File: config.mk
export PLATFORM = sky130hd
export DESIGN_NAME = sas_top
export DESIGN_NICKNAME = d
export VERILOG_FILES = /design/src/shared/sas_pkg.sv /design/src/hdl/sas_top.sv /design/src/hdl/sas_clkdiv.sv
export VERILOG_INCLUDE_DIRS = /design/src /design/src/shared
export SDC_FILE = /design/constraint.sdc
export NUM_CORES = 1
export LEC_CHECK = 0
export ABC_AREA = 1
export ABC_CLOCK_PERIOD_IN_PS = 1500
export BUFFER_PORTS_ARGS = -buffer_cell sky130_fd_sc_hd__buf_4
export CAP_MARGIN = 20
export CORE_MARGIN = 1
export CORE_UTILIZATION = 49
export DETAILED_ROUTE_END_ITERATION = 10
export GPL_TIMING_DRIVEN = 1
export MAX_ROUTING_LAYER = met4
export PLACE_DENSITY = 0.73
export SLEW_MARGIN = 20
export SYNTH_ARGS = -nofsm -noshare
export SYNTH_HDL_FRONTEND = slang
export SYNTH_SLANG_ARGS = --single-unit
File: constraint.sdc
create_clock -name clk_sys_i -period 1.5 [get_ports clk_sys_i]
set_input_delay 0.3 -clock clk_sys_i [delete_from_list [all_inputs] [get_ports clk_sys_i]]
set_output_delay 0.3 -clock clk_sys_i [all_outputs]
set_load 0.01 [all_outputs]
File: src/shared/sas_params.svh
// register map, field positions, reset values and timing constants of the converter sequencer
// Contract
// - end-of-conversion flag reads zero while converting, one once finished.
// - interrupt raised on flag rising edge when converter and global interrupt enabled.
// - converter clock select 00 /16, 01 /8, 10 /1, 11 /2 of instruction clock.
// - sampling width select 00 one, 01 two, 10 four, 11 eight converter clocks.
// - resolution 00 gives 8 bits, 01 gives 10, 1x gives 12 bits.
// - one approximation bit decided per converter clock period.
// - conversion lasts sampling width plus bits plus two converter clocks.
// - external reference when its bit is one, else internal 11 supply to 00 two volts.
// - channel needs global enable; 0000-1010 pins, 1011 quarter supply, 11xx none.
// - pin analog bits make the pin a pure analog input, digital disabled.
// - interrupt flag stays set until firmware writes zero to it.
`ifndef SAS_PARAMS_SVH
`define SAS_PARAMS_SVH

// byte offsets on the register bus
`define SAS_OFF_CTRL 8'h00
`define SAS_OFF_CMD 8'h04
`define SAS_OFF_CLK 8'h08
`define SAS_OFF_REF 8'h0C
`define SAS_OFF_CHAN 8'h10
`define SAS_OFF_PACFG 8'h14
`define SAS_OFF_RESULT 8'h18

// command/status register fields
`define SAS_CMD_ENABLE 0
`define SAS_CMD_START 1
`define SAS_CMD_EOC 2
`define SAS_CMD_IRQEN 3
`define SAS_CMD_FLAG 4

// control register fields
`define SAS_CTRL_RES_LSB 0
`define SAS_CTRL_PIN_LSB 4

// clock register fields
`define SAS_CLK_DIV_LSB 0
`define SAS_CLK_SW_LSB 2

// reference and channel fields
`define SAS_REF_EXT 0
`define SAS_REF_INT_LSB 1
`define SAS_CHAN_CODE_LSB 0
`define SAS_CHAN_GLOBAL 4

// reset values
`define SAS_RST_CTRL 7'h00
`define SAS_RST_CLK 4'h0
`define SAS_RST_REF 3'h0
`define SAS_RST_CHAN 5'h00
`define SAS_RST_PACFG 8'h00

// converter clock divisors
`define SAS_DIV_16 5'd16
`define SAS_DIV_8 5'd8
`define SAS_DIV_1 5'd1
`define SAS_DIV_2 5'd2

// extra converter clocks after the last bit decision
`define SAS_TAIL_CLKS 2'd2
// highest valid channel code (quarter supply)
`define SAS_CHAN_MAX 4'hB

`endif

File: src/shared/sas_pkg.sv
// types shared by the converter sequencer modules
package sas_pkg;
	typedef enum logic [3:0] {
		SAS_IDLE = 4'b0001,
		SAS_SAMPLE = 4'b0010,
		SAS_CONV = 4'b0100,
		SAS_TAIL = 4'b1000
	} sas_state_t;
endpackage

File: src/hdl/sas_top.sv
// successive-approximation converter sequencer with its ahb-lite register file
`timescale 1ns/10ps
`include "sas_params.svh"
module sas_top #(
	parameter int RES_W = 12
) (
	input wire logic clk_sys_i,
	input wire logic srst_i,
	input wire logic hsel_i,
	input wire logic [7:0] haddr_i,
	input wire logic [1:0] htrans_i,
	input wire logic hwrite_i,
	input wire logic [2:0] hsize_i,
	input wire logic [31:0] hwdata_i,
	input wire logic hready_i,
	output logic [31:0] hrdata_o,
	output logic hreadyout_o,
	output logic hresp_o,
	input wire logic global_irq_enable_i,
	input wire logic cmp_i,
	output logic irq_o,
	output logic analog_enable_o,
	output logic sample_o,
	output logic [RES_W-1:0] dac_code_o,
	output logic external_reference_sel_o,
	output logic [1:0] internal_reference_sel_o,
	output logic [3:0] channel_code_o,
	output logic channel_valid_o,
	output logic [10:0] pin_analog_o
);
	// register file state
	logic [6:0] ctrl_r;
	logic conv_enable_r;
	logic conv_irq_enable_r;
	logic eoc_r;
	logic flag_r;
	logic [3:0] clk_r;
	logic [2:0] ref_r;
	logic [4:0] chan_r;
	logic [7:0] pacfg_r;
	logic [RES_W-1:0] result_r;
	// bus data phase bookkeeping
	logic wr_pend_r;
	logic [7:0] wr_addr_r;
	logic addr_ok;
	logic start_wr;
	logic flag_wr0;
	// sequencer state
	sas_pkg::sas_state_t state_r;
	logic [3:0] cnt_r;
	logic [3:0] bit_r;
	logic [RES_W-1:0] trial_r;
	logic tick;
	logic done;
	logic eoc_prev_r;

	// number of sampling converter clocks for a width select
	function automatic logic [3:0] sample_clks(input logic [1:0] sel);
		sample_clks = 4'd1 << sel;
	endfunction

	// lowest bit index decided for a resolution select
	function automatic logic [3:0] low_bit(input logic [1:0] res);
		if (res[1]) begin
			low_bit = 4'd0;
		end else if (res[0]) begin
			low_bit = 4'd2;
		end else begin
			low_bit = 4'd4;
		end
	endfunction

	// address phase accepted only for a valid nonseq/seq transfer
	assign addr_ok = hsel_i && hready_i && htrans_i[1];
	assign start_wr = wr_pend_r && (wr_addr_r == `SAS_OFF_CMD) && hwdata_i[`SAS_CMD_START];
	assign flag_wr0 = wr_pend_r && (wr_addr_r == `SAS_OFF_CMD) && !hwdata_i[`SAS_CMD_FLAG];
	assign done = (state_r == sas_pkg::SAS_TAIL) && tick && (cnt_r == 4'd1);

	// converter clock runs only during a conversion
	sas_clkdiv u_div (
		.clk_sys_i(clk_sys_i),
		.srst_i(srst_i),
		.run_i(state_r != sas_pkg::SAS_IDLE),
		.sel_i(clk_r[`SAS_CLK_DIV_LSB +: 2]),
		.tick_o(tick)
	);

	// zero wait state slave, always okay; a write lands in its data phase
	always_ff @(posedge clk_sys_i) begin
		if (srst_i) begin
			wr_pend_r <= 1'b0;
			wr_addr_r <= 8'h0_0;
			hreadyout_o <= 1'b0;
			hresp_o <= 1'b0;
		end else begin
			wr_pend_r <= addr_ok && hwrite_i;
			wr_addr_r <= haddr_i;
			hreadyout_o <= 1'b1;
			hresp_o <= 1'b0;
		end
	end

	// read data registered at the address phase; unmapped reads as zero
	always_ff @(posedge clk_sys_i) begin
		if (srst_i) begin
			hrdata_o <= 32'h0000_0000;
		end else if (addr_ok && !hwrite_i) begin
			if (haddr_i == `SAS_OFF_CTRL) begin
				hrdata_o <= {25'h0, ctrl_r};
			end else if (haddr_i == `SAS_OFF_CMD) begin
				hrdata_o <= {27'h0, flag_r, conv_irq_enable_r, eoc_r,
					state_r != sas_pkg::SAS_IDLE, conv_enable_r};
			end else if (haddr_i == `SAS_OFF_CLK) begin
				hrdata_o <= {28'h0, clk_r};
			end else if (haddr_i == `SAS_OFF_REF) begin
				hrdata_o <= {29'h0, ref_r};
			end else if (haddr_i == `SAS_OFF_CHAN) begin
				hrdata_o <= {27'h0, chan_r};
			end else if (haddr_i == `SAS_OFF_PACFG) begin
				hrdata_o <= {24'h0, pacfg_r};
			end else if (haddr_i == `SAS_OFF_RESULT) begin
				hrdata_o <= {{(32-RES_W){1'b0}}, result_r};
			end else begin
				hrdata_o <= 32'h0000_0000;
			end
		end
	end

	// configuration registers
	always_ff @(posedge clk_sys_i) begin
		if (srst_i) begin
			ctrl_r <= `SAS_RST_CTRL;
			clk_r <= `SAS_RST_CLK;
			ref_r <= `SAS_RST_REF;
			chan_r <= `SAS_RST_CHAN;
			pacfg_r <= `SAS_RST_PACFG;
			conv_enable_r <= 1'b0;
			conv_irq_enable_r <= 1'b0;
		end else if (wr_pend_r) begin
			if (wr_addr_r == `SAS_OFF_CTRL) begin
				ctrl_r <= {hwdata_i[6:4], 2'b00, hwdata_i[1:0]};
			end else if (wr_addr_r == `SAS_OFF_CMD) begin
				conv_enable_r <= hwdata_i[`SAS_CMD_ENABLE];
				conv_irq_enable_r <= hwdata_i[`SAS_CMD_IRQEN];
			end else if (wr_addr_r == `SAS_OFF_CLK) begin
				clk_r <= hwdata_i[3:0];
			end else if (wr_addr_r == `SAS_OFF_REF) begin
				ref_r <= hwdata_i[2:0];
			end else if (wr_addr_r == `SAS_OFF_CHAN) begin
				chan_r <= hwdata_i[4:0];
			end else if (wr_addr_r == `SAS_OFF_PACFG) begin
				pacfg_r <= hwdata_i[7:0];
			end
		end
	end

	// sequencer: sample, decide one bit per converter clock, two tail clocks
	always_ff @(posedge clk_sys_i) begin
		if (srst_i) begin
			state_r <= sas_pkg::SAS_IDLE;
			cnt_r <= 4'h0;
			bit_r <= 4'h0;
			trial_r <= '0;
		end else if (!conv_enable_r) begin
			// dropping enable aborts any conversion in flight
			state_r <= sas_pkg::SAS_IDLE;
		end else begin
			case (state_r)
				sas_pkg::SAS_IDLE: begin
					// start only honoured while enabled and idle
					if (start_wr) begin
						state_r <= sas_pkg::SAS_SAMPLE;
						cnt_r <= sample_clks(clk_r[`SAS_CLK_SW_LSB +: 2]);
						trial_r <= '0;
					end
				end
				sas_pkg::SAS_SAMPLE: begin
					if (tick) begin
						if (cnt_r == 4'd1) begin
							state_r <= sas_pkg::SAS_CONV;
							bit_r <= 4'(RES_W - 1);
							trial_r <= {1'b1, {(RES_W-1){1'b0}}};
						end else begin
							cnt_r <= cnt_r - 4'd1;
						end
					end
				end
				sas_pkg::SAS_CONV: begin
					if (tick) begin
						// keep the trial bit only if the input is at or above it
						trial_r[bit_r] <= cmp_i;
						if (bit_r == low_bit(ctrl_r[`SAS_CTRL_RES_LSB +: 2])) begin
							state_r <= sas_pkg::SAS_TAIL;
							cnt_r <= {2'b00, `SAS_TAIL_CLKS};
						end else begin
							trial_r[bit_r - 4'd1] <= 1'b1;
							bit_r <= bit_r - 4'd1;
						end
					end
				end
				sas_pkg::SAS_TAIL: begin
					if (tick) begin
						if (cnt_r == 4'd1) begin
							state_r <= sas_pkg::SAS_IDLE;
						end else begin
							cnt_r <= cnt_r - 4'd1;
						end
					end
				end
				default: begin
					state_r <= sas_pkg::SAS_IDLE;
				end
			endcase
		end
	end

	// result only changes when a conversion completes
	always_ff @(posedge clk_sys_i) begin
		if (srst_i) begin
			result_r <= '0;
		end else if (done && conv_enable_r) begin
			result_r <= trial_r;
		end
	end

	// end-of-conversion: cleared by an accepted start, set on completion
	always_ff @(posedge clk_sys_i) begin
		if (srst_i) begin
			eoc_r <= 1'b0;
		end else if (done && conv_enable_r) begin
			eoc_r <= 1'b1;
		end else if (start_wr && conv_enable_r && state_r == sas_pkg::SAS_IDLE) begin
			eoc_r <= 1'b0;
		end
	end

	// sticky flag on the rising edge of eoc; set beats a same-cycle clear
	always_ff @(posedge clk_sys_i) begin
		if (srst_i) begin
			eoc_prev_r <= 1'b0;
			flag_r <= 1'b0;
		end else begin
			eoc_prev_r <= eoc_r;
			if (eoc_r && !eoc_prev_r) begin
				flag_r <= 1'b1;
			end else if (flag_wr0) begin
				flag_r <= 1'b0;
			end
		end
	end

	// interrupt needs both the converter and the global enable
	always_ff @(posedge clk_sys_i) begin
		if (srst_i) begin
			irq_o <= 1'b0;
		end else begin
			irq_o <= flag_r && conv_irq_enable_r && global_irq_enable_i;
		end
	end

	// analog macro controls, all registered
	always_ff @(posedge clk_sys_i) begin
		if (srst_i) begin
			analog_enable_o <= 1'b0;
			sample_o <= 1'b0;
		end else begin
			analog_enable_o <= conv_enable_r;
			sample_o <= (state_r == sas_pkg::SAS_SAMPLE);
		end
	end

	// trial code straight from its register: a second stage would lag a divide-by-one tick
	assign dac_code_o = trial_r;

	// reference, channel and pin routing
	always_ff @(posedge clk_sys_i) begin
		if (srst_i) begin
			external_reference_sel_o <= 1'b0;
			internal_reference_sel_o <= 2'b00;
			channel_code_o <= 4'h0;
			channel_valid_o <= 1'b0;
			pin_analog_o <= 11'h000;
		end else begin
			// internal select is ignored by the macro while external is chosen
			external_reference_sel_o <= ref_r[`SAS_REF_EXT];
			internal_reference_sel_o <= ref_r[`SAS_REF_INT_LSB +: 2];
			channel_code_o <= chan_r[`SAS_CHAN_CODE_LSB +: 4];
			// codes 11xx connect nothing
			channel_valid_o <= chan_r[`SAS_CHAN_GLOBAL] &&
				(chan_r[3:0] <= `SAS_CHAN_MAX);
			pin_analog_o <= {ctrl_r[`SAS_CTRL_PIN_LSB +: 3], pacfg_r};
		end
	end
endmodule

File: src/hdl/sas_clkdiv.sv
// converter clock divider producing a one-cycle enable pulse
`timescale 1ns/10ps
`include "sas_params.svh"
module sas_clkdiv (
	input wire logic clk_sys_i,
	input wire logic srst_i,
	input wire logic run_i,
	input wire logic [1:0] sel_i,
	output logic tick_o
);
	logic [4:0] cnt_r;
	logic [4:0] div;

	// divisor table for the converter clock
	always_comb begin
		case (sel_i)
			2'b00: div = `SAS_DIV_16;
			2'b01: div = `SAS_DIV_8;
			2'b10: div = `SAS_DIV_1;
			default: div = `SAS_DIV_2;
		endcase
	end

	// restarts while stopped so every conversion sees full first periods
	always_ff @(posedge clk_sys_i) begin
		if (srst_i || !run_i) begin
			cnt_r <= 5'h0_0;
			tick_o <= 1'b0;
		end else if (cnt_r >= div - 5'd1) begin
			cnt_r <= 5'h0_0;
			tick_o <= 1'b1;
		end else begin
			cnt_r <= cnt_r + 5'd1;
			tick_o <= 1'b0;
		end
	end
endmodule

# ---- After elaboration in Yosys (flattened, before gate mapping)
# Index checks and enable logic that the tools add are counted.
dict set report classes {
  add_sub_neg 4
  n_lt_le_gt_ge 6
  eq_ne 30
  shifts 1
  n_mux 50
  bitwise_logic 7
  n_reduce_logical 44
}
# operator n
set op_table {}
lappend op_table {{$mux 12} 12}
lappend op_table {{$mux 4} 20}
lappend op_table {{$eq 8x5->1 const B} 5}
lappend op_table {{$pmux 12 s3} 1}
lappend op_table {{$eq 8x4->1 const B} 4}
lappend op_table {{$reduce_and 7->1} 3}
lappend op_table {{$logic_and 1x1->1} 18}
lappend op_table {{$reduce_and 6->1} 3}
lappend op_table {{$eq 8x3->1 const B} 2}
lappend op_table {{$logic_not 8->1} 2}
lappend op_table {{$pmux 4 s4} 1}
lappend op_table {{$pmux 5 s3} 1}
lappend op_table {{$bwmux 12} 1}
lappend op_table {{$or 12x12->12} 1}
lappend op_table {{$pmux 4 s3} 1}
lappend op_table {{$lt 4x5->1 const B} 2}
lappend op_table {{$ne 2x1->1 const B} 5}
lappend op_table {{$ne 2x2->1 const B} 5}
lappend op_table {{$demux 1 s4} 2}
lappend op_table {{$eq 4x1->1 const B} 2}
lappend op_table {{$ge 4x1->1 const B} 2}
lappend op_table {{$mux 1} 8}
lappend op_table {{$pmux 4 s2} 1}
lappend op_table {{$sub 4x1->4 const B} 2}
lappend op_table {{other kinds (24)} 38}
dict set report totals {
  regBits 136
  input_bits 52
  output_inout_bits 68
  elab_cells 171
}

# ---- Logic depth before layout (Yosys ltp)
dict set report logic_depth {
  ltp_word 10
  ltp_mapped 13
  ltp_nobuf 12
}

# ---- Hierarchy
# A second synthesis with hierarchy kept.
dict set report hier_totals {
  cells_unflattened 746
  area_unflattened_um2 5434.0
}
# module instances cells_each area_per_inst_um2
set modules_own_cells {}
lappend modules_own_cells {sas_top 1 698 5048.6}
lappend modules_own_cells {sas_clkdiv 1 48 385.4}

# ---- Worst setup path after synthesis
# Ideal clock, no wire load.
dict set report synth_timing {
  kind {flip-flop to flip-flop}
  from {register bit_r[0]}
  to {register trial_r[4] (netlist: dac_code_o[4])}
  setup_ns 0.132
  arrival_time_ns 1.475
  t_required_ns 1.368
  setup_slack_ns -0.107
  stages_incl_launch_ff 9
  path_buffers 0
  synth_period_minus_slack_ns 1.607
  path_cell_list {dfxtp_1 > inv_1 > ha_1 > xnor2_2 > inv_1 > nand3_1 > o21ai_0 > nand3_1 > a21oi_1}
}
dict set report synth_via {
  elab_chain_cells 9
}
# item line
set synth_rtl {}
lappend synth_rtl {{start, declared} sas_top.sv:51} ;# logic [3:0] bit_r;
lappend synth_rtl {{start signal, assigned} sas_top.sv:181} ;# bit_r <= 4'(RES_W - 1);
lappend synth_rtl {{start signal, assigned} sas_top.sv:197} ;# bit_r <= bit_r - 4'd1;
lappend synth_rtl {{$sub 4x1->4, or another cell as far along} sas_top.sv:196} ;# trial_r[bit_r - 4'd1] <= 1'b1;
lappend synth_rtl {{$lt 4x5->1 (not written as such), or another cell as far along} sas_top.sv:196}
lappend synth_rtl {{$logic_and 1x1->1 (not written as such) / $mux 1 (equally long branches)} {sas_top.sv:196, sas_top.sv:191}}
lappend synth_rtl {{$mux 1 (not written as such) / $demux 1 s4 (equally long branches)} {sas_top.sv:196, sas_top.sv:191}}
lappend synth_rtl {{$demux 1 s4 / $bwmux 12 (equally long branches)} {sas_top.sv:196, sas_top.sv:191}}
lappend synth_rtl {{$or 12x12->12 (no source line)} --}
lappend synth_rtl {{$mux 12 (*)} sas_top.sv:192} ;# if (bit_r == low_bit(ctrl_r[`SAS_CTRL_RES_LSB +: 2])) begin
lappend synth_rtl {{$mux 12 (*)} sas_top.sv:189} ;# if (tick) begin
lappend synth_rtl {{$pmux 12 s3 (*)} sas_top.sv:168} ;# case (state_r)
lappend synth_rtl {{end signal, assigned} sas_top.sv:182} ;# trial_r <= {1'b1, {(RES_W-1){1'b0}}};
lappend synth_rtl {{end signal, assigned by index} sas_top.sv:191} ;# trial_r[bit_r] <= cmp_i;
lappend synth_rtl {{end, declared} sas_top.sv:52} ;# logic [RES_W-1:0] trial_r;
# Mark *: on every way between the ends. The rest lies on a longest branch, timed or not. The select of a mux whose other input is x is not followed.
# A chain may end at the register's enable or synchronous reset.

# ---- Final worst setup path
dict set report layout_timing {
  from {register state_r[1]}
  to {register bit_r[2]}
}
dict set report layout_via {
  elab_chain_cells 3
}
# item line
set layout_rtl {}
lappend layout_rtl {{start, declared} sas_top.sv:49} ;# sas_pkg::sas_state_t state_r;
lappend layout_rtl {{start signal, assigned} sas_top.sv:160} ;# state_r <= sas_pkg::SAS_IDLE;
lappend layout_rtl {{start signal, assigned} sas_top.sv:166} ;# state_r <= sas_pkg::SAS_IDLE;
lappend layout_rtl {{start signal, assigned} sas_top.sv:172} ;# state_r <= sas_pkg::SAS_SAMPLE;
lappend layout_rtl {{$eq 4x3->1 / $eq 4x2->1 (equally long branches)} sas_top.sv:168}
lappend layout_rtl {{$ne 2x2->1 (no source line), or another cell as far along} --}
lappend layout_rtl {{$reduce_and 6->1 (no source line)} --}
# Parallel ways exist; a longest one is shown, timed or not.

==> results.md <==
* Status: finished with violations
* Failing checks: negative setup slack
* Largest net degree at the start of global routing at 48
* Largest cells by area after synthesis: dfxtp_1, nand2_1, a21oi_1, nand3_1, inv_1
* Library cells used by synthesis at 39
* CP Capture Type: flip-flop
* Via count at 5437
* Setup WS post-layout at -0.1019 ns
* Detailed Routing Iterations Pass 1 at 7
* YS warnings at 0
* Worst-case reg-to-reg path depth at 9
* Synthesized instance count at 755
* Synthesized area per cell at ~7.2 um2
* Synth area leader: dfxtp_1
* Worst Path Max Fanout at 5
* Die Footprint at 11570 um2
* Hold Crit Class: primary input to flip-flop
* # rows at 38
* Peak VDD IR at between 0.7 and 0.8 mV
* Gr usage total at 26.86%
* Num CTS Buffers at 17
* Critical Path AT at between 2 and 2.5 ns
* Worst EP required at 1.92 ns
* Clk sink count at approximately 120
* Placed cells at 984
* Setup Skew at 0.008442 ns
* CTS tree: done
* Gr ovfl total at 0
* Flop2flop setup slack at -0.10 ns
* Unrepaired setup endpoints after global routing: true
* Clk root buf: clkbuf_8
* Worst hold slack at 0.01054 ns
* Die height at roughly 110 um
* Number of global-route vias before repair at 5045
* Number of diodes at 0
* PortBufs at 70
* Worst-path clk slew at 0.06 ns
* I/O pins at 120
* Crit share post-route at 106.8%
* Setup tns final at -0.3671 ns
* Die width at 107.6 um
* Hold Crit Depth at 3
* CTS Buffer Depth at 2
* Initial core utilization at just over 50%
* Beginning of the worst hold path: hwdata_i[7]
* EDFF count, synth at 0
* Worst Hold Endpoint: pacfg_r[7]
* Post-Layout Cell Count at 1032
* Reg2reg start: state_r[1]
* DR iter-0 viols at 304
* Final WL at 15390 um
* Synth top area share at 42.54%
* H-tree levels at 4
* Fin nets at around 940
* Final Hold Vio Count at 0
* Yosys reg bits at 116
* Startpoint types: flip-flop
* Most frequent cells after synthesis: dfxtp_1, nand2_1, inv_1
* Area grow syn2layout at 38.39%
* Leak at between 0.003 and 0.004 uW
* Setup CP Type: flip-flop to flip-flop
* Drt via density at 5.268
* Antenna viol nets, final at 0
* Asr flop ratio synth at 0%
* Post-DP HPWL at 9765 um
* Antenna violations before repair at 0
* Seq/Total Area, Yosys at 42.54%
* Pwr Density at 1012 nW/um2
* Mapped cell area at 5459 um2
* Final GP Congestion at roughly 0.90
* Wire per inst at 14.91 um
* Fmax at 624.2 MHz
* Core footprint at 10840 um2
* Dpl ws at -0.1520 ns
* Max Cap Violations at 0
* Endpoints failing setup at 21
* # DRC at 0
* Fin crit period at roughly 1.6 ns
* First-pass GRT wire length at approximately 23000 um
* Most used flip-flop cell after synthesis: dfxtp_1
* Clk_lat worst skew at 0.53 ns
* Slew Limit Fails at 0
* Share of cells above drive strength 1 at 30.04%
* RR Endpoint: bit_r[2]
==> layout make-up <==
class | instances | area [um2]
multi-input combinational | 515 | 2952
tap | 140 | 175.2
clock buffer | 22 | 462.9
inverter | 100 | 385.4
timing repair buffer | 129 | 1086
fill | 862 | 3286
clock inverter | 10 | 152.6
sequential | 116 | 2341
==> stage by stage <==
| stage | area [um2] | utilization, % | total power, uW |
|---|---|---|---|
| 2_1_floorplan | 5570 | - | 3375 |
| 3_3_place_gp | 6381 | 58.86 | 3468 |
| 3_5_place_dp | 6381 | 58.86 | 3475 |
| 4_1_cts | 7184 | 66.27 | 7651 |
| 5_1_grt | 7555 | 69.69 | 7831 |
| 6_report | 7555 | 69.69 | 7646 |
==> cell usage in the layout (no fill, tap or decap), types with 3 or more instances in the layout <==
master	instances
nand2_2	11
nor2_2	13
nand2_1	106
o21ai_0	59
nand3_1	60
xor2_1	4
buf_6	4
clkinv_2	5
nand2_4	6
ha_1	7
nor2_1	77
conb_1	22
inv_1	81
a211oi_1	5
ha_4	5
a21oi_2	9
nor2_4	11
nor3_4	3
clkbuf_8	4
dfxtp_2	9
buf_12	5
inv_4	4
a21oi_1	60
buf_4	113
bufinv_16	4
clkbuf_16	18
nand3_2	9
o21ai_1	11
nand3_4	7
dfxtp_1	105
a31oi_1	3
nand4_1	9
inv_2	15
==> repair_timing <==
action                                 4_1_cts  5_1_grt
pin swaps                                    8       21
hold buffers                                 3        0
gates resized for setup                     32       79
endpoints found under the hold margin        3        0
setup endpoints to repair                   31       65
gates cloned                                 2        4
setup buffers                                1        6
==> cell families after synthesis <==
| logic type | Yosys count | synth area share (%) |
|---|---|---|
| other | 2 | 0.1376 |
| flip-flops | 116 | 42.54 |
| adder cells (fa/ha/maj) | 13 | 2.980 |
| buffers and inverters | 146 | 11.96 |
| XOR/XNOR | 6 | 1.100 |
| AND/OR/NAND/NOR | 318 | 26.61 |
| AO/OA/AOI/OAI | 154 | 14.67 |
==> sequential cells by signal, indices dropped and copies added, names as in the netlist, 2 cells and up <==
register,count
bit_r,4
ref_r,3
result_r,12
cnt_r,4
dac_code_o,12
chan_r,5
channel_code_o,4
internal_reference_sel_o,2
ctrl_r,5
state_r,4
pacfg_r,8
wr_addr_r,8
u_div.cnt_r,5
clk_r,4
pin_analog_o,11
hrdata_o,12
==> per-layer routing <==
metal  routed length [um]  global-route usage [%]  up-vias
met5                    0                       -        -
met4                  622                   15.36        0
met3                  873                   5.387       51
met2                 7557                   44.41      216
met1                 6337                   30.24     2508
li1                     -                       -     2662
==> how the worst max path moves through the flow <==
stage,startpoint,to,slack (ns),cells after the start
floorplan,clk_r[1],u_div.cnt_r[0],0.01,7
global placement,haddr_i[0],hrdata_o[10],-0.1,10
detailed placement,haddr_i[0],hrdata_o[9],-0.15,10
CTS,cnt_r[0],result_r[9],-0.01,8
global route,state_r[2],bit_r[2],-0.18,9
finish,state_r[1],bit_r[2],-0.10,9
==> where the power goes <==
group          switching, uW  leakage, uW  internal (uW)
clock                   1390     0.000305           2810
combinational            202      0.00205            125
sequential              14.0     0.000942           3100
total                   1600      0.00329           6040
==> critical path, stage by stage (launching register included) <==
cell     delay, ns
dfxtp_2       0.36
nor2_4        0.15
nand3_4       0.14
nand2_2       0.12
nand4_1       0.13
a21oi_1       0.23
buf_4         0.18
nor2_1        0.04
nor2_1        0.09
nor2_1        0.05
Power figures use the tool's default switching activity.
